**src/verilog/acr_pkg.sv**
```systemverilog
package acr_pkg;
  // -------------------------------------------------------------
  // register map (byte addresses, one aligned word each)
  // -------------------------------------------------------------
  localparam logic [7:0] ADDR_ALT_UPPER = 8'h00; // alt_count_upper_byte
  localparam logic [7:0] ADDR_ALT_LOWER = 8'h04; // alt_count_lower_byte
  localparam logic [7:0] ADDR_MAIN_UPPER = 8'h08; // main_count_upper_byte
  localparam logic [7:0] ADDR_MAIN_LOWER = 8'h0c; // main_count_lower_byte
  localparam logic [7:0] ADDR_STATUS = 8'h10; // timer_status_location
  localparam logic [7:0] ADDR_CONTROL = 8'h14; // overflow interrupt enable
  // -------------------------------------------------------------
  // field layout and reset values
  // -------------------------------------------------------------
  localparam int OVF_BIT = 7; // overflow flag position in status
  localparam int OVF_IE_BIT = 5; // overflow enable position in control
  localparam logic [15:0] COUNT_RESET = 16'hfffc;
  localparam logic [15:0] COUNT_STEP = 16'h0001;
  // -------------------------------------------------------------
  // prescaler
  // -------------------------------------------------------------
  localparam int PRESCALE_DIV = 4; // bus cycles per count
  localparam logic [1:0] PRESCALE_LAST = 2'(PRESCALE_DIV - 1);
  localparam logic [1:0] PRESCALE_STEP = 2'h1;
endpackage : acr_pkg

```
**src/verilog/acr_timer.sv**
```systemverilog
// Added by the designer: the APB interface to the registers and the register offsets.
`timescale 1ns/1ps

// -------------------------------------------------------------
// usage notes
// -------------------------------------------------------------
// software reads the upper byte first, then the lower byte
// an interrupt between the two reads may split the pair on the
// main path; the alternate path is the safe choice for polling
// a half-finished sequence leaves the lower byte frozen: lower
// reads return the old value until that sequence is completed
// the bus answers with no wait states, so read side effects land
// on the single access edge of each read
// only the overflow enable bit is writable; every other write is
// dropped, with an error response only at an unmapped address
module acr_timer
  import acr_pkg::*;
(
  // clock and reset
  input wire logic core_clk,
  input wire logic reset,
  // apb slave
  input wire logic psel,
  input wire logic penable,
  input wire logic pwrite,
  input wire logic [7:0] paddr,
  input wire logic [31:0] pwdata,
  output logic [31:0] prdata,
  output logic pready,
  output logic pslverr,
  // timer state
  output logic [15:0] countValue,
  output logic counterOverflowFlag,
  output logic overflowIrq
);

  // -------------------------------------------------------------
  // state
  // -------------------------------------------------------------
  logic [1:0] prescale_q; // fixed divide-by-four
  logic [15:0] count_q; // free-running counter
  logic [7:0] altLatch_q; // alternate lower latch
  logic altFrozen_q; // alternate latch holding
  logic [7:0] mainLatch_q; // main lower latch
  logic mainFrozen_q; // main latch holding
  logic ovf_q; // overflow flag
  logic ovfArmed_q; // status read seen with flag set
  logic ovfIe_q; // overflow interrupt enable
  logic [31:0] prdata_q; // registered read data
  // the latches, their freeze bits, the arm bit, the overflow flag and the
  // registered read data are the only state that a read may change; the count never is

  // -------------------------------------------------------------
  // decode
  // -------------------------------------------------------------
  // every read strobe below is qualified by the access phase,
  // so a setup cycle never triggers a side effect
  wire logic access = psel && penable; // single-cycle access phase
  wire logic rdAcc = access && !pwrite;
  wire logic wrAcc = access && pwrite;
  wire logic rdAltUp = rdAcc && (paddr == ADDR_ALT_UPPER);
  wire logic rdAltLo = rdAcc && (paddr == ADDR_ALT_LOWER);
  wire logic rdMainUp = rdAcc && (paddr == ADDR_MAIN_UPPER);
  wire logic rdMainLo = rdAcc && (paddr == ADDR_MAIN_LOWER);
  wire logic rdStatus = rdAcc && (paddr == ADDR_STATUS);
  wire logic wrControl = wrAcc && (paddr == ADDR_CONTROL);
  wire logic mapped = (paddr == ADDR_ALT_UPPER) || (paddr == ADDR_ALT_LOWER)
    || (paddr == ADDR_MAIN_UPPER) || (paddr == ADDR_MAIN_LOWER)
    || (paddr == ADDR_STATUS) || (paddr == ADDR_CONTROL);
  // counter tick on last prescaler phase
  wire logic tick = (prescale_q == PRESCALE_LAST);
  wire logic wrapNow = tick && (&count_q);

  // lower byte seen through a latch: live while transparent
  function automatic logic [7:0] lower_view(input logic frozen,
      input logic [7:0] held, input logic [15:0] cnt);
    lower_view = frozen ? held : cnt[7:0];
  endfunction : lower_view

  wire logic [7:0] altLower = lower_view(altFrozen_q, altLatch_q, count_q);
  wire logic [7:0] mainLower = lower_view(mainFrozen_q, mainLatch_q, count_q);

  // read mux; unmapped reads return zero with an error
  // the same mux feeds the registered copy, so prdata keeps the
  // last read value between transfers
  logic [31:0] readMux;
  always_comb begin
    readMux = 32'h0000_0000;
    case (paddr)
      ADDR_ALT_UPPER: readMux[7:0] = count_q[15:8];
      ADDR_ALT_LOWER: readMux[7:0] = altLower;
      ADDR_MAIN_UPPER: readMux[7:0] = count_q[15:8];
      ADDR_MAIN_LOWER: readMux[7:0] = mainLower;
      ADDR_STATUS: readMux[OVF_BIT] = ovf_q;
      ADDR_CONTROL: readMux[OVF_IE_BIT] = ovfIe_q;
      default: readMux = 32'h0000_0000;
    endcase
  end

  // -------------------------------------------------------------
  // prescaler and counter; no bus access reaches them
  // -------------------------------------------------------------
  always_ff @(posedge core_clk) begin
    if (reset) begin
      prescale_q <= 2'h0;
      count_q <= COUNT_RESET;
    end else begin
      // never touched by software: only device reset restarts the
      // phase, so reads cannot shift the moment the count steps
      prescale_q <= prescale_q + PRESCALE_STEP;
      if (tick) begin
        count_q <= count_q + COUNT_STEP;
      end
    end
  end

  // -------------------------------------------------------------
  // alternate latch: driven only by alternate reads
  // -------------------------------------------------------------
  always_ff @(posedge core_clk) begin
    if (reset) begin
      altFrozen_q <= 1'b0;
      altLatch_q <= 8'h00;
    end else if (rdAltLo) begin
      altFrozen_q <= 1'b0;
    end else if (rdAltUp && !altFrozen_q) begin
      // repeated upper reads keep the first snapshot
      // the snapshot is taken on the edge that serves the upper
      // read, so both bytes come from one count value unless the upper byte is read again first
      altFrozen_q <= 1'b1;
      altLatch_q <= count_q[7:0];
    end
    // writes never land here, so the latch ignores them
  end

  // -------------------------------------------------------------
  // main latch, separate so the two paths never interfere
  // -------------------------------------------------------------
  always_ff @(posedge core_clk) begin
    if (reset) begin
      mainFrozen_q <= 1'b0;
      mainLatch_q <= 8'h00;
    end else if (rdMainLo) begin
      mainFrozen_q <= 1'b0;
    end else if (rdMainUp && !mainFrozen_q) begin
      // kept beside the alternate latch so both paths can run
      // side by side; the flag side effect lives below
      mainFrozen_q <= 1'b1;
      mainLatch_q <= count_q[7:0];
    end
  end

  // -------------------------------------------------------------
  // overflow flag; a wrap in the clearing cycle wins
  // -------------------------------------------------------------
  always_ff @(posedge core_clk) begin
    if (reset) begin
      ovf_q <= 1'b0;
      ovfArmed_q <= 1'b0;
    end else begin
      if (wrapNow) begin
        ovf_q <= 1'b1;
      end else if (rdMainLo && ovfArmed_q) begin
        ovf_q <= 1'b0;
      end
      // arm on status read, disarm after the main lower read
      // any main lower read ends the sequence, cleared or not,
      // so a stale arm never lingers
      if (rdStatus && ovf_q) begin
        ovfArmed_q <= 1'b1;
      end else if (rdMainLo) begin
        ovfArmed_q <= 1'b0;
      end
      // alternate reads take no part here
    end
  end

  // -------------------------------------------------------------
  // control register and read data
  // -------------------------------------------------------------
  always_ff @(posedge core_clk) begin
    if (reset) begin
      ovfIe_q <= 1'b0;
      prdata_q <= 32'h0000_0000;
    end else begin
      // the enable only gates the request and never moves the flag
      if (wrControl) begin
        ovfIe_q <= pwdata[OVF_IE_BIT];
      end
      if (rdAcc) begin
        prdata_q <= readMux;
      end
    end
  end

  // zero-wait answer: data sampled combinationally in the access phase
  assign pready = 1'b1;
  assign prdata = rdAcc ? readMux : prdata_q;
  assign pslverr = access && !mapped;
  assign countValue = count_q;
  assign counterOverflowFlag = ovf_q;
  // a plain level: clearing the flag drops the request
  assign overflowIrq = ovf_q && ovfIe_q;

  // -------------------------------------------------------------
  // checks
  // -------------------------------------------------------------
  // all checks run on the bus clock and stand down in reset;
  // the reset checks have no disable so that they see the release
  a_reset_preset: assert property (@(posedge core_clk)
    $fell(reset) |-> count_q == COUNT_RESET)
    else $error("counter not preset after reset");

  a_count_rate: assert property (@(posedge core_clk) disable iff (reset)
    tick |=> !tick [*3] ##1 tick)
    else $error("counter tick not every four cycles");

  a_count_step: assert property (@(posedge core_clk) disable iff (reset)
    $past(tick) && !$past(reset) |-> count_q == $past(count_q) + COUNT_STEP)
    else $error("counter did not advance by one");

  a_freeze_hold: assert property (@(posedge core_clk) disable iff (reset)
    rdAltUp && !altFrozen_q |=> altFrozen_q && altLatch_q == $past(count_q[7:0]))
    else $error("alternate lower byte not frozen");

  a_release_lower: assert property (@(posedge core_clk) disable iff (reset)
    rdAltLo |=> !altFrozen_q ##0 altLower == count_q[7:0])
    else $error("alternate latch not released");

  a_alt_no_ovf: assert property (@(posedge core_clk) disable iff (reset)
    (rdAltUp || rdAltLo) && !wrapNow && !rdMainLo |=> ovf_q == $past(ovf_q))
    else $error("alternate read altered overflow flag");

  a_write_ignored: assert property (@(posedge core_clk) disable iff (reset)
    wrAcc && (paddr == ADDR_ALT_UPPER || paddr == ADDR_ALT_LOWER)
    |=> altFrozen_q == $past(altFrozen_q) && ovf_q == $past(ovf_q))
    else $error("write to alternate byte had an effect");

  a_paths_apart: assert property (@(posedge core_clk) disable iff (reset)
    rdAltUp && !rdMainLo && !rdMainUp |=> mainFrozen_q == $past(mainFrozen_q))
    else $error("alternate read touched main latch");

  a_ovf_clear: assert property (@(posedge core_clk) disable iff (reset)
    $fell(ovf_q) |-> $past(rdMainLo) && $past(ovfArmed_q))
    else $error("overflow cleared without proper sequence");

  a_upper_read: assert property (@(posedge core_clk) disable iff (reset)
    rdAltUp |-> prdata == {24'h000000, count_q[15:8]})
    else $error("upper byte read wrong");

  a_frozen_lower: assert property (@(posedge core_clk) disable iff (reset)
    rdAltLo && altFrozen_q |-> prdata == {24'h000000, altLatch_q})
    else $error("frozen lower byte not returned");

  a_snapshot_kept: assert property (@(posedge core_clk) disable iff (reset)
    rdAltUp && altFrozen_q |=> altFrozen_q && altLatch_q == $past(altLatch_q))
    else $error("repeated upper read took a new snapshot");

  a_lower_live: assert property (@(posedge core_clk) disable iff (reset)
    !altFrozen_q && rdAltLo |-> prdata == {24'h000000, count_q[7:0]})
    else $error("transparent lower byte not live");

  a_wrap_flag: assert property (@(posedge core_clk) disable iff (reset)
    wrapNow |=> ovf_q && !(|count_q))
    else $error("wrap did not reach zero with flag set");

  a_count_hold: assert property (@(posedge core_clk) disable iff (reset)
    !tick |=> count_q == $past(count_q))
    else $error("counter moved without a tick");

  a_write_latch: assert property (@(posedge core_clk) disable iff (reset)
    wrAcc && (paddr == ADDR_ALT_UPPER || paddr == ADDR_ALT_LOWER)
    |=> altLatch_q == $past(altLatch_q) && ovfArmed_q == $past(ovfArmed_q))
    else $error("write to alternate byte moved latch or arm");

  a_alt_no_arm: assert property (@(posedge core_clk) disable iff (reset)
    (rdAltUp || rdAltLo) |=> ovfArmed_q == $past(ovfArmed_q))
    else $error("alternate read changed the clear sequence");

  a_main_apart: assert property (@(posedge core_clk) disable iff (reset)
    (rdMainUp || rdMainLo)
    |=> altFrozen_q == $past(altFrozen_q) && altLatch_q == $past(altLatch_q))
    else $error("main read touched alternate latch");

  a_reset_state: assert property (@(posedge core_clk)
    $fell(reset) |-> !altFrozen_q && !mainFrozen_q && !ovf_q)
    else $error("latches or flag not cleared by reset");

  a_unmapped_read: assert property (@(posedge core_clk) disable iff (reset)
    rdAcc && !mapped |-> pslverr && prdata == 32'h0000_0000)
    else $error("unmapped read not refused");

  a_flag_hold: assert property (@(posedge core_clk) disable iff (reset)
    !wrapNow && !rdMainLo |=> ovf_q == $past(ovf_q))
    else $error("overflow flag moved without wrap or clear");

endmodule : acr_timer

```
**config.mk**
```make
export PLATFORM = sky130hd
export DESIGN_NAME = acr_timer
export DESIGN_NICKNAME = d
export VERILOG_FILES = /design/src/verilog/acr_pkg.sv /design/src/verilog/acr_timer.sv
export SDC_FILE = /design/constraint.sdc
export NUM_CORES = 1
export LEC_CHECK = 0
export BUFFER_PORTS_ARGS = -buffer_cell sky130_fd_sc_hd__buf_4
export CAP_MARGIN = 0
export CORE_MARGIN = 2
export CORE_UTILIZATION = 35
export DETAILED_ROUTE_END_ITERATION = 7
export HOLD_SLACK_MARGIN = 0.03
export PLACE_DENSITY_LB_ADDON = 0.12
export SKIP_CTS_REPAIR_TIMING = 1
export SYNTH_ARGS = -nofsm -noshare
export SYNTH_HDL_FRONTEND = slang
export SYNTH_SLANG_ARGS = --single-unit
```
**constraint.sdc**
```tcl
create_clock -name core_clk -period 2.4 [get_ports core_clk]
set_clock_uncertainty 0.05 [all_clocks]
set_input_delay 0.24 -clock core_clk [delete_from_list [all_inputs] [get_ports core_clk]]
set_output_delay 0.24 -clock core_clk [all_outputs]
set_load 0.01 [all_outputs]
```
==> flow_summary.ini, run 1 <==
[clock_network]
clock_path_buffers = 2
insertion_delay_ns = 0.33
clk_pin_slew_ns = 0.07
cts_tree = yes
cts_sinks = 71
htree_levels = 3
cts_root_buf = clkbuf_8
numCtsBuffers = 9

[finish]
syn2layout_area_growth_pct = 24.13
num_antenna_cells = 0
nets = 453
final_cells = 518
drive_above_1_share = 0.2561

[floorplan]
die_area_um2 = 9859
die_w_um = 99.29
fp.dieH_um = 99.29
io_pins = 97
start_util = 0.3626
core_area_um2 = 8763
num_rows = 34

[worst_hold_path]
min_from = pwdata[5]
hold_path_class = in2reg

[worst_setup_path]
critPathRequiredTime_ns = 2.11
crit_path_end = prdata[4]
cpPeakStageDelay_ns = 0.50
cp.arrival_ns = 1.89
crit_fanout = 11
crit_family = compound AO/OA/AOI/OAI gates
cp-end-kind = primary output
cp.depth = 5
reg2reg_to = countValue[10]
critPathLaunchType = flip-flop
path_cells = mux2i_1 -> o22ai_1 -> a222oi_1 -> inv_1 -> buf_4
worstSetupStartpoint = mainFrozen_q
r2r_cells = 5
worstSetupPathType = reg2out
cp_num_buf_inv = 2
crit_path_top_delay_cell = dfxtp_2
ff2ff_setup_slack_ns = 0.39
reg2reg_from = prescale_q[0]

[route]
vias = 2600
postRouteAntennaNets = 0
drtIter0Drc = 136
highest_layer = met4
dr_wl_met3_um = 322
drc = 0
dr_wl_met2_mm = 3.478
wl_met1_mm = 3.881
dr.pass1.iters = 4
vias_per_cell = 5.019
wl_per_cell_um = 14.89
wl_mm = 7.712

[global_routing]
antenna_found_initial = 0
grt_pass1_wl_mm = 12.46
grt_overflow = 0
grt_pass1_vias = 2460
grt_max_degree = 35
grtUsageTotal = 0.1596

[power]
total_power_uw = 2099
ir_drop_v = 0.0002123
p_per_area_nw_per_um2 = 532.0
p_leak_uw = 0.001631

[sta]
drv_slew = 0
tightest_slew_ns = 0.5883
fin_crit_ns = 2.182
fin_tns_setup_ns = 0
finalHoldViolations = 0
fmax_ghz = 0.4582
rsz0062_at_grt = false
slew-limit-headroom = 0.6073
min_period_over_period = 0.9094
finalSetupViolCount = 0
holdWs_ns = 0.1103

[yosys]
netlist.area_leader.share = 0.4472
synth-edff-count = 0
syn_nets = 392
yosys_warnings = 0
ys_async_sr_fraction = 0
ys_top_cells_by_area = dfxtp_1 (45%), mux2i_1 (10%), and2_1 (5.1%)
ys.flop_type = dfxtp_1
synth_most_common_cell = dfxtp_1
synth_area_leader_cell = dfxtp_1
ys_ff_latch = 71
synth_common_cells = dfxtp_1 (71), mux2i_1 (33), nor2_1 (29)
yosysUniqueCellTypes = 49
synth.cell_area_um2 = 3178
postSynthCellCount = 345
ys_seq_area_frac = 0.4472
synth_area_per_cell_um2 = 9.212

[placement]
dp_cells = 503
hpwl_mm = 5.414
portBuffers = 64
gp_congestion = 0.7396

[job]
cap_violations = 0

[outcome]
outcome = finished, final reports clean
-- report_power, final --
group / switching (µW) / internal [µW] / total, µW
Sequential: 2.03 / 1180 / 1180
Combinational: 69.3 / 40.2 / 110
Clock: 413 / 392 / 805
Total: 484 / 1610 / 2100
-- registers in the layout, indices dropped and copies added, names as in the netlist, 2 cells and up --
signal	flops
mainLatch_q	8
altLatch_q	8
prdata_q	32
prescale_q	2
countValue	16
-- layout by cell type (no fill, tap or decap), types with 2 or more instances in the layout --
cell / count
nand2b_1: 2
or2_2: 2
nor4_4: 2
nor4_1: 6
a21oi_1: 6
xor2_1: 6
nand3b_1: 4
nand2_1: 22
nor2_1: 29
nor3_1: 6
and2_1: 26
o21ai_0: 3
buf_4: 77
inv_1: 9
and4_1: 2
a221o_1: 2
ha_1: 2
dfxtp_2: 2
a222oi_1: 4
nor2b_1: 21
mux2i_1: 33
and3_1: 12
clkinv_2: 3
xnor2_1: 4
nand4_1: 7
o22ai_1: 7
dfxtp_1: 69
nand3_1: 8
or4b_2: 3
clkbuf_8: 10
-- metal layers --
layer | vias up | global-route usage
met5 | - | 0
met4 | 0 | 0.04742
met3 | 2 | 0.03654
met2 | 49 | 0.2417
met1 | 1224 | 0.2272
li1 | 1325 | -
-- cells by family after synthesis --
family,after synthesis,synth area share
flops,71,0.4472
xor+xnor,10,0.02756
compound gates,34,0.07914
other cells,1,0.001180
mux,33,0.1039
simple gates,158,0.2870
fa+ha+maj,2,0.007873
buf+inv,36,0.04606
-- tightest hold or removal path: stages --
cell and delay, ns:
buf_4 0.08, mux2i_1 0.06, nor2_1 0.07
-- metrics by stage --
stage	util	area, µm²	worst slack [ns]
4_1_cts	0.4499	3943	0.005216
3_5_place_dp	0.4312	3779	0.2593
5_1_grt	0.4502	3945	0.07872
2_1_floorplan	-	3178	0.4397
6_report	0.4502	3945	0.2175
3_3_place_gp	0.4312	3779	0.2538
-- layout make-up --
class	instances	area [µm²]
Multi-Input combinational cell	238	1610
Tap cell	108	135.1
Inverter	9	33.78
Clock buffer	11	141.4
Timing Repair Buffer	77	578.1
Fill cell	905	4818
Clock inverter	4	22.52
Sequential cell	71	1424
-- worst min path at each step --
stage | endpoint | slack (ns) | cells past startpoint
CTS | ovfIe_q | 0.09 | 3
floorplan | ovfIe_q | 0.34 | 2
detailed placement | prescale_q[0] | 0.37 | 1
finish | ovfIe_q | 0.11 | 3
global placement | prescale_q[0] | 0.36 | 1
global route | altFrozen_q | 0.13 | 2
Note: power is estimated with default switching activity, not from simulation.
==> inputs of run 2 (changes only) <==
- ABC_AREA: not set -> 1
- REMOVE_ABC_BUFFERS: not set -> 1
==> run 2 against run 1 <==
Against the previous run: count of clock-buffer cells in the layout down 2; maximum frequency decreased by 0.20%; flip-flop and latch count did not move; combinational power grew 5%; die area grew 3.5%; register-to-register slack improved by 0.33 ns; synthesized cell count up 36%; routed wire length grew 2.6%; largest cell class unchanged; highest routed layer unchanged.
==> flow_summary.ini, run 2 <==
[floorplan]
io_pins = 97
die_w_um = 101.0
die_area_um2 = 10210
core_area_um2 = 9196
start_util = 0.3584
fp.dieH_um = 101.0
num_rows = 35

[power]
ir_drop_v = 0.0002341
p_per_area_nw_per_um2 = 545.0
p_leak_uw = 0.001770

[clock_network]
htree_levels = 3
cts_root_buf = clkbuf_8
clk_pin_slew_ns = 0.07
cts_sinks = 71
insertion_delay_ns = 0.34
numCtsBuffers = 9
clock_path_buffers = 2
cts_tree = yes

[yosys]
synth-edff-count = 0
ys.flop_type = dfxtp_1
ys_top_cells_by_area = dfxtp_1 (43%), nand2_1 (13%), inv_1 (6.2%)
synth_area_leader_cell = dfxtp_1
ys_ff_latch = 71
postSynthCellCount = 469
netlist.area_leader.share = 0.4313
yosys_warnings = 0
synth_common_cells = nand2_1 (112), dfxtp_1 (71), inv_1 (54)
ys_seq_area_frac = 0.4313
synth.cell_area_um2 = 3296
synth_most_common_cell = nand2_1
yosysUniqueCellTypes = 33
ys_async_sr_fraction = 0
synth_area_per_cell_um2 = 7.027

[global_routing]
grt_pass1_vias = 2644
grt_pass1_wl_mm = 12.91
grt_overflow = 0
grt_max_degree = 52
antenna_found_initial = 0
grtUsageTotal = 0.1626

[placement]
hpwl_mm = 5.666
portBuffers = 64
placed_area_um2 = 3865
dp_slack_ns = 0.5990
gp_congestion = 0.8064

[finish]
layout_common_cells = nand2_1 (112), dfxtp_1 (71), buf_4 (68)
final_common_cell = nand2_1
num_antenna_cells = 0
nets = 576
syn2layout_area_growth_pct = 22.93
nFillCells = 988
regMostFlops = prdata_q
stdcell_area_um2 = 4051
drive_above_1_share = 0.2214
largest_reg_flops = 32

[job]
cap_violations = 0

[outcome]
outcome = finished, final reports clean

[worst_hold_path]
hold_end = ovfIe_q
min_from = pwdata[5]
hold_path_depth = 3
hold_path_class = in2reg

[sta]
fin_tns_setup_ns = 0
holdWs_ns = 0.07775
fin_crit_ns = 2.187
min_period_over_period = 0.9112
drv_slew = 0
tightest_slew_ns = 0.5670
rsz0062_at_grt = false
setup_ws_ns = 0.2131
slew-limit-headroom = 0.6220
finalSetupViolCount = 0
fmax_ghz = 0.4573
finalHoldViolations = 0

[worst_setup_path]
path_cells = o21ai_0 -> nand3_1 -> nand2_1 -> o21ai_1 -> nand2_1 -> buf_4
cpPeakStageDelay_ns = 0.68
cp.arrival_ns = 1.90
critPathLaunchType = flip-flop
cp-end-kind = primary output
reg2reg_to = countValue[14]
cpMostUsedCell = nand2_1
crit_path_top_delay_cell = dfxtp_1
reg2reg_from = countValue[0]
worstSetupPathType = reg2out
ff2ff_setup_slack_ns = 0.72
r2r_cells = 8
critPathRequiredTime_ns = 2.11
crit_fanout = 18

[route]
drc = 0
vias_per_cell = 4.651
postRouteAntennaNets = 0
wl_per_cell_um = 12.28
vias = 2995
wl_mm = 7.909
drtIter0Drc = 127
dr.pass1.iters = 4
run 2: logic make-up (layout without fill, tap and decap cells):
| group | count (synthesis) | in the layout | synth area share |
|---|---|---|---|
| adder cells (fa/ha/maj) | 2 | 2 | 0.007592 |
| buffers and inverters | 85 | 149 | 0.1063 |
| other | 1 | 1 | 0.001138 |
| AND/OR/NAND/NOR | 243 | 243 | 0.3500 |
| AO/OA/AOI/OAI | 67 | 67 | 0.1036 |
| flip-flops | 71 | 71 | 0.4313 |
run 2: through the flow:
| step | std cells | utilization | power (µW) |
|---|---|---|---|
| finish | 644 | 0.4405 | 2208 |
| detailed placement | 629 | 0.4203 | 1330 |
| floorplan | 449 | - | 1270 |
| CTS | 644 | 0.4405 | 2246 |
| global placement | 629 | 0.4203 | 1329 |
| global route | 644 | 0.4405 | 2310 |
run 2: worst max-delay path, delay by kind of cell (launching register included):
family	cells	cell delay, ns
compound gates	2	0.43
buf+inv	1	0.15
flops	1	0.68
simple gates	3	0.29
run 2: area by class of cell:
cell class | count | area [µm²] | share of cell area
inverters | 65 | 250.2 | 0.06177
multi-input cells | 313 | 1524 | 0.3762
clock inverters | 6 | 62.56 | 0.01544
flip-flops and latches | 71 | 1421 | 0.3508
well taps | 111 | 138.9 | 0.03428
clock buffers | 9 | 123.9 | 0.03057
repair buffers | 69 | 530.5 | 0.1309
run 2: worst max-delay path by stage:
stage	from	end	slack [ns]	cells past startpoint
finish	altFrozen_q	prdata[7]	0.21	6
global route	altFrozen_q	prdata[7]	0.04	6
CTS	altFrozen_q	prdata[7]	0.22	6
detailed placement	altFrozen_q	prdata[7]	0.60	6
global placement	altFrozen_q	prdata[7]	0.62	6
floorplan	psel	prdata[0]	0.52	5
run 2: layer usage:
| layer | wire length, µm | part of all wire | track usage |
|---|---|---|---|
| met5 | 0 | 0 | 0 |
| met4 | 127 | 0.016 | 0.05925 |
| met3 | 273 | 0.035 | 0.03883 |
| met1 | 3845 | 0.49 | 0.2182 |
| met2 | 3663 | 0.46 | 0.2544 |
run 2: power by group:
| group | total (µW) | internal [µW] | switching [µW] |
|---|---|---|---|
| Combinational | 115 | 38.3 | 76.6 |
| Clock | 907 | 471 | 435 |
| Sequential | 1190 | 1180 | 3.78 |
| Total | 2210 | 1690 | 516 |
==> inputs of run 3 (changes only) <==
- CORE_ASPECT_RATIO: not set -> 0.9
==> run 3 against run 2 <==
Against the previous run: setup slack better by 0.21 ns; combinational power up 3%; utilization rose by 0.39 points; critical path type unchanged.
==> flow_summary.ini, run 3 (synthesized netlist as in run 2, its figures left out) <==
[placement]
gp_congestion = 0.8045
dp_cells = 639
hpwl_mm = 5.509
portBuffers = 64

[sta]
fin_tns_setup_ns = 0
holdWs_ns = 0.09260
slew-limit-headroom = 0.6465
finalSetupViolCount = 0
rsz0062_at_grt = false
tightest_slew_ns = 0.5296
min_period_over_period = 0.8256
fin_crit_ns = 1.981
fmax_ghz = 0.5047
finalHoldViolations = 0
drv_slew = 0

[power]
p_per_area_nw_per_um2 = 529.2
internal-power_uw = 1620
ir_drop_v = 0.0002100
clkPwrFrac = 0.392
netSwitchingPower_uw = 525.7
swShare = 0.2450
p_leak_uw = 0.001757
seq_power_share = 0.553
pwr-share-comb = 0.055
total_power_uw = 2146

[finish]
final_cells = 654
nets = 575
drive_above_1_share = 0.2199
final_util = 0.4444
largest_reg_flops = 32
final_common_cell = nand2_1
layout_common_cells = nand2_1 (112), dfxtp_1 (71), buf_4 (66)
num_antenna_cells = 0
regMostFlops = prdata_q
syn2layout_area_growth_pct = 23.04

[worst_setup_path]
worstSetupPathType = reg2out
cp_num_buf_inv = 2
cpPeakStageDelay_ns = 0.49
crit_path_top_delay_cell = dfxtp_1
cp.arrival_ns = 1.69
cpMostUsedCell = nand2_1
cp-end-kind = primary output
crit_family = flip-flops
critPathRequiredTime_ns = 2.11
ff2ff_setup_slack_ns = 0.73
critPathLaunchType = flip-flop
path_cells = inv_1 -> o21ai_0 -> nand3_1 -> nand2_1 -> o21ai_1 -> nand2_1 -> buf_4
crit_fanout = 8

[route]
wl_mm = 7.835
wl_per_cell_um = 11.98
dr.pass1.iters = 4
vias_per_cell = 4.573
drtIter0Drc = 138
drc = 0
vias = 2991
postRouteAntennaNets = 0

[global_routing]
grt_max_degree = 60
grtUsageTotal = 0.1591
grt_overflow = 0
antenna_found_initial = 0
grt_pass1_wl_mm = 12.64
grt_pass1_vias = 2668

[floorplan]
num_rows = 33
start_util = 0.3612
core_area_um2 = 9125
io_pins = 97
die_area_um2 = 10210
fp.dieH_um = 96.06
die_w_um = 106.3

[job]
cap_violations = 0

[clock_network]
clk_pin_slew_ns = 0.07
insertion_delay_ns = 0.34
htree_levels = 3
cts_tree = yes
clock_path_buffers = 2
cts_root_buf = clkbuf_8
cts_sinks = 71
numCtsBuffers = 9

[worst_hold_path]
hold_path_class = in2reg

[outcome]
outcome = finished, final reports clean
-- run 3: cell count changes in the layout (fill, tap and decap cells not counted), sizes merged --
cell,delta
clkinv,-3
clkinvlp,+2
buf,-1
bufinv,-1
clkbuf,+1
inv,+1
-- run 3: final cells by class --
cell class	count	area, µm²
Clock buffer	10	137.6
Clock inverter	5	33.78
Fill cell	959	5070
Inverter	65	250.2
Multi-Input combinational cell	313	1524
Sequential cell	71	1421
Tap cell	122	152.6
Timing Repair Buffer	68	535.5
-- run 3: path summary, 6_finish.rpt --
check / from / endpoint / cells past startpoint
worst max register to register: countValue[0] / countValue[14] / 8
worst min register to register: prescale_q[0] / prescale_q[0] / 1
worst max-delay path: countValue[7] / prdata[7] / 7
worst min-delay path: pwdata[5] / ovfIe_q / 3
-- run 3: per-layer routing --
metal	share of wire	routed length [µm]	vias to the layer above	GRT usage
met2	0.43	3358	63	0.2425
li1	-	-	1602	-
met1	0.50	3889	1314	0.2165
met3	0.058	451	12	0.03250
met5	0	0	-	0
met4	0.017	136	0	0.07456
-- run 3: tightest hold or removal path: stages --
cell,delay (ns)
buf_4,0.07
nor2_1,0.03
nor2_1,0.10
-- run 3: metrics by stage --
| step | setup slack, ns | area, µm² |
|---|---|---|
| floorplan | 0.5189 | 3196 |
| global placement | 0.6523 | 3884 |
| detailed placement | 0.6406 | 3884 |
| CTS | 0.3924 | 4055 |
| global route | 0.2698 | 4055 |
| finish | 0.4187 | 4055 |
-- run 3: power by group through the flow --
stage	registers [µW]	clock network [µW]	logic [µW]
finish	1190	841	119
floorplan	1210	0	56.4
detailed placement	1210	0	120
global placement	1210	0	119
CTS	1190	872	121
global route	1190	921	132
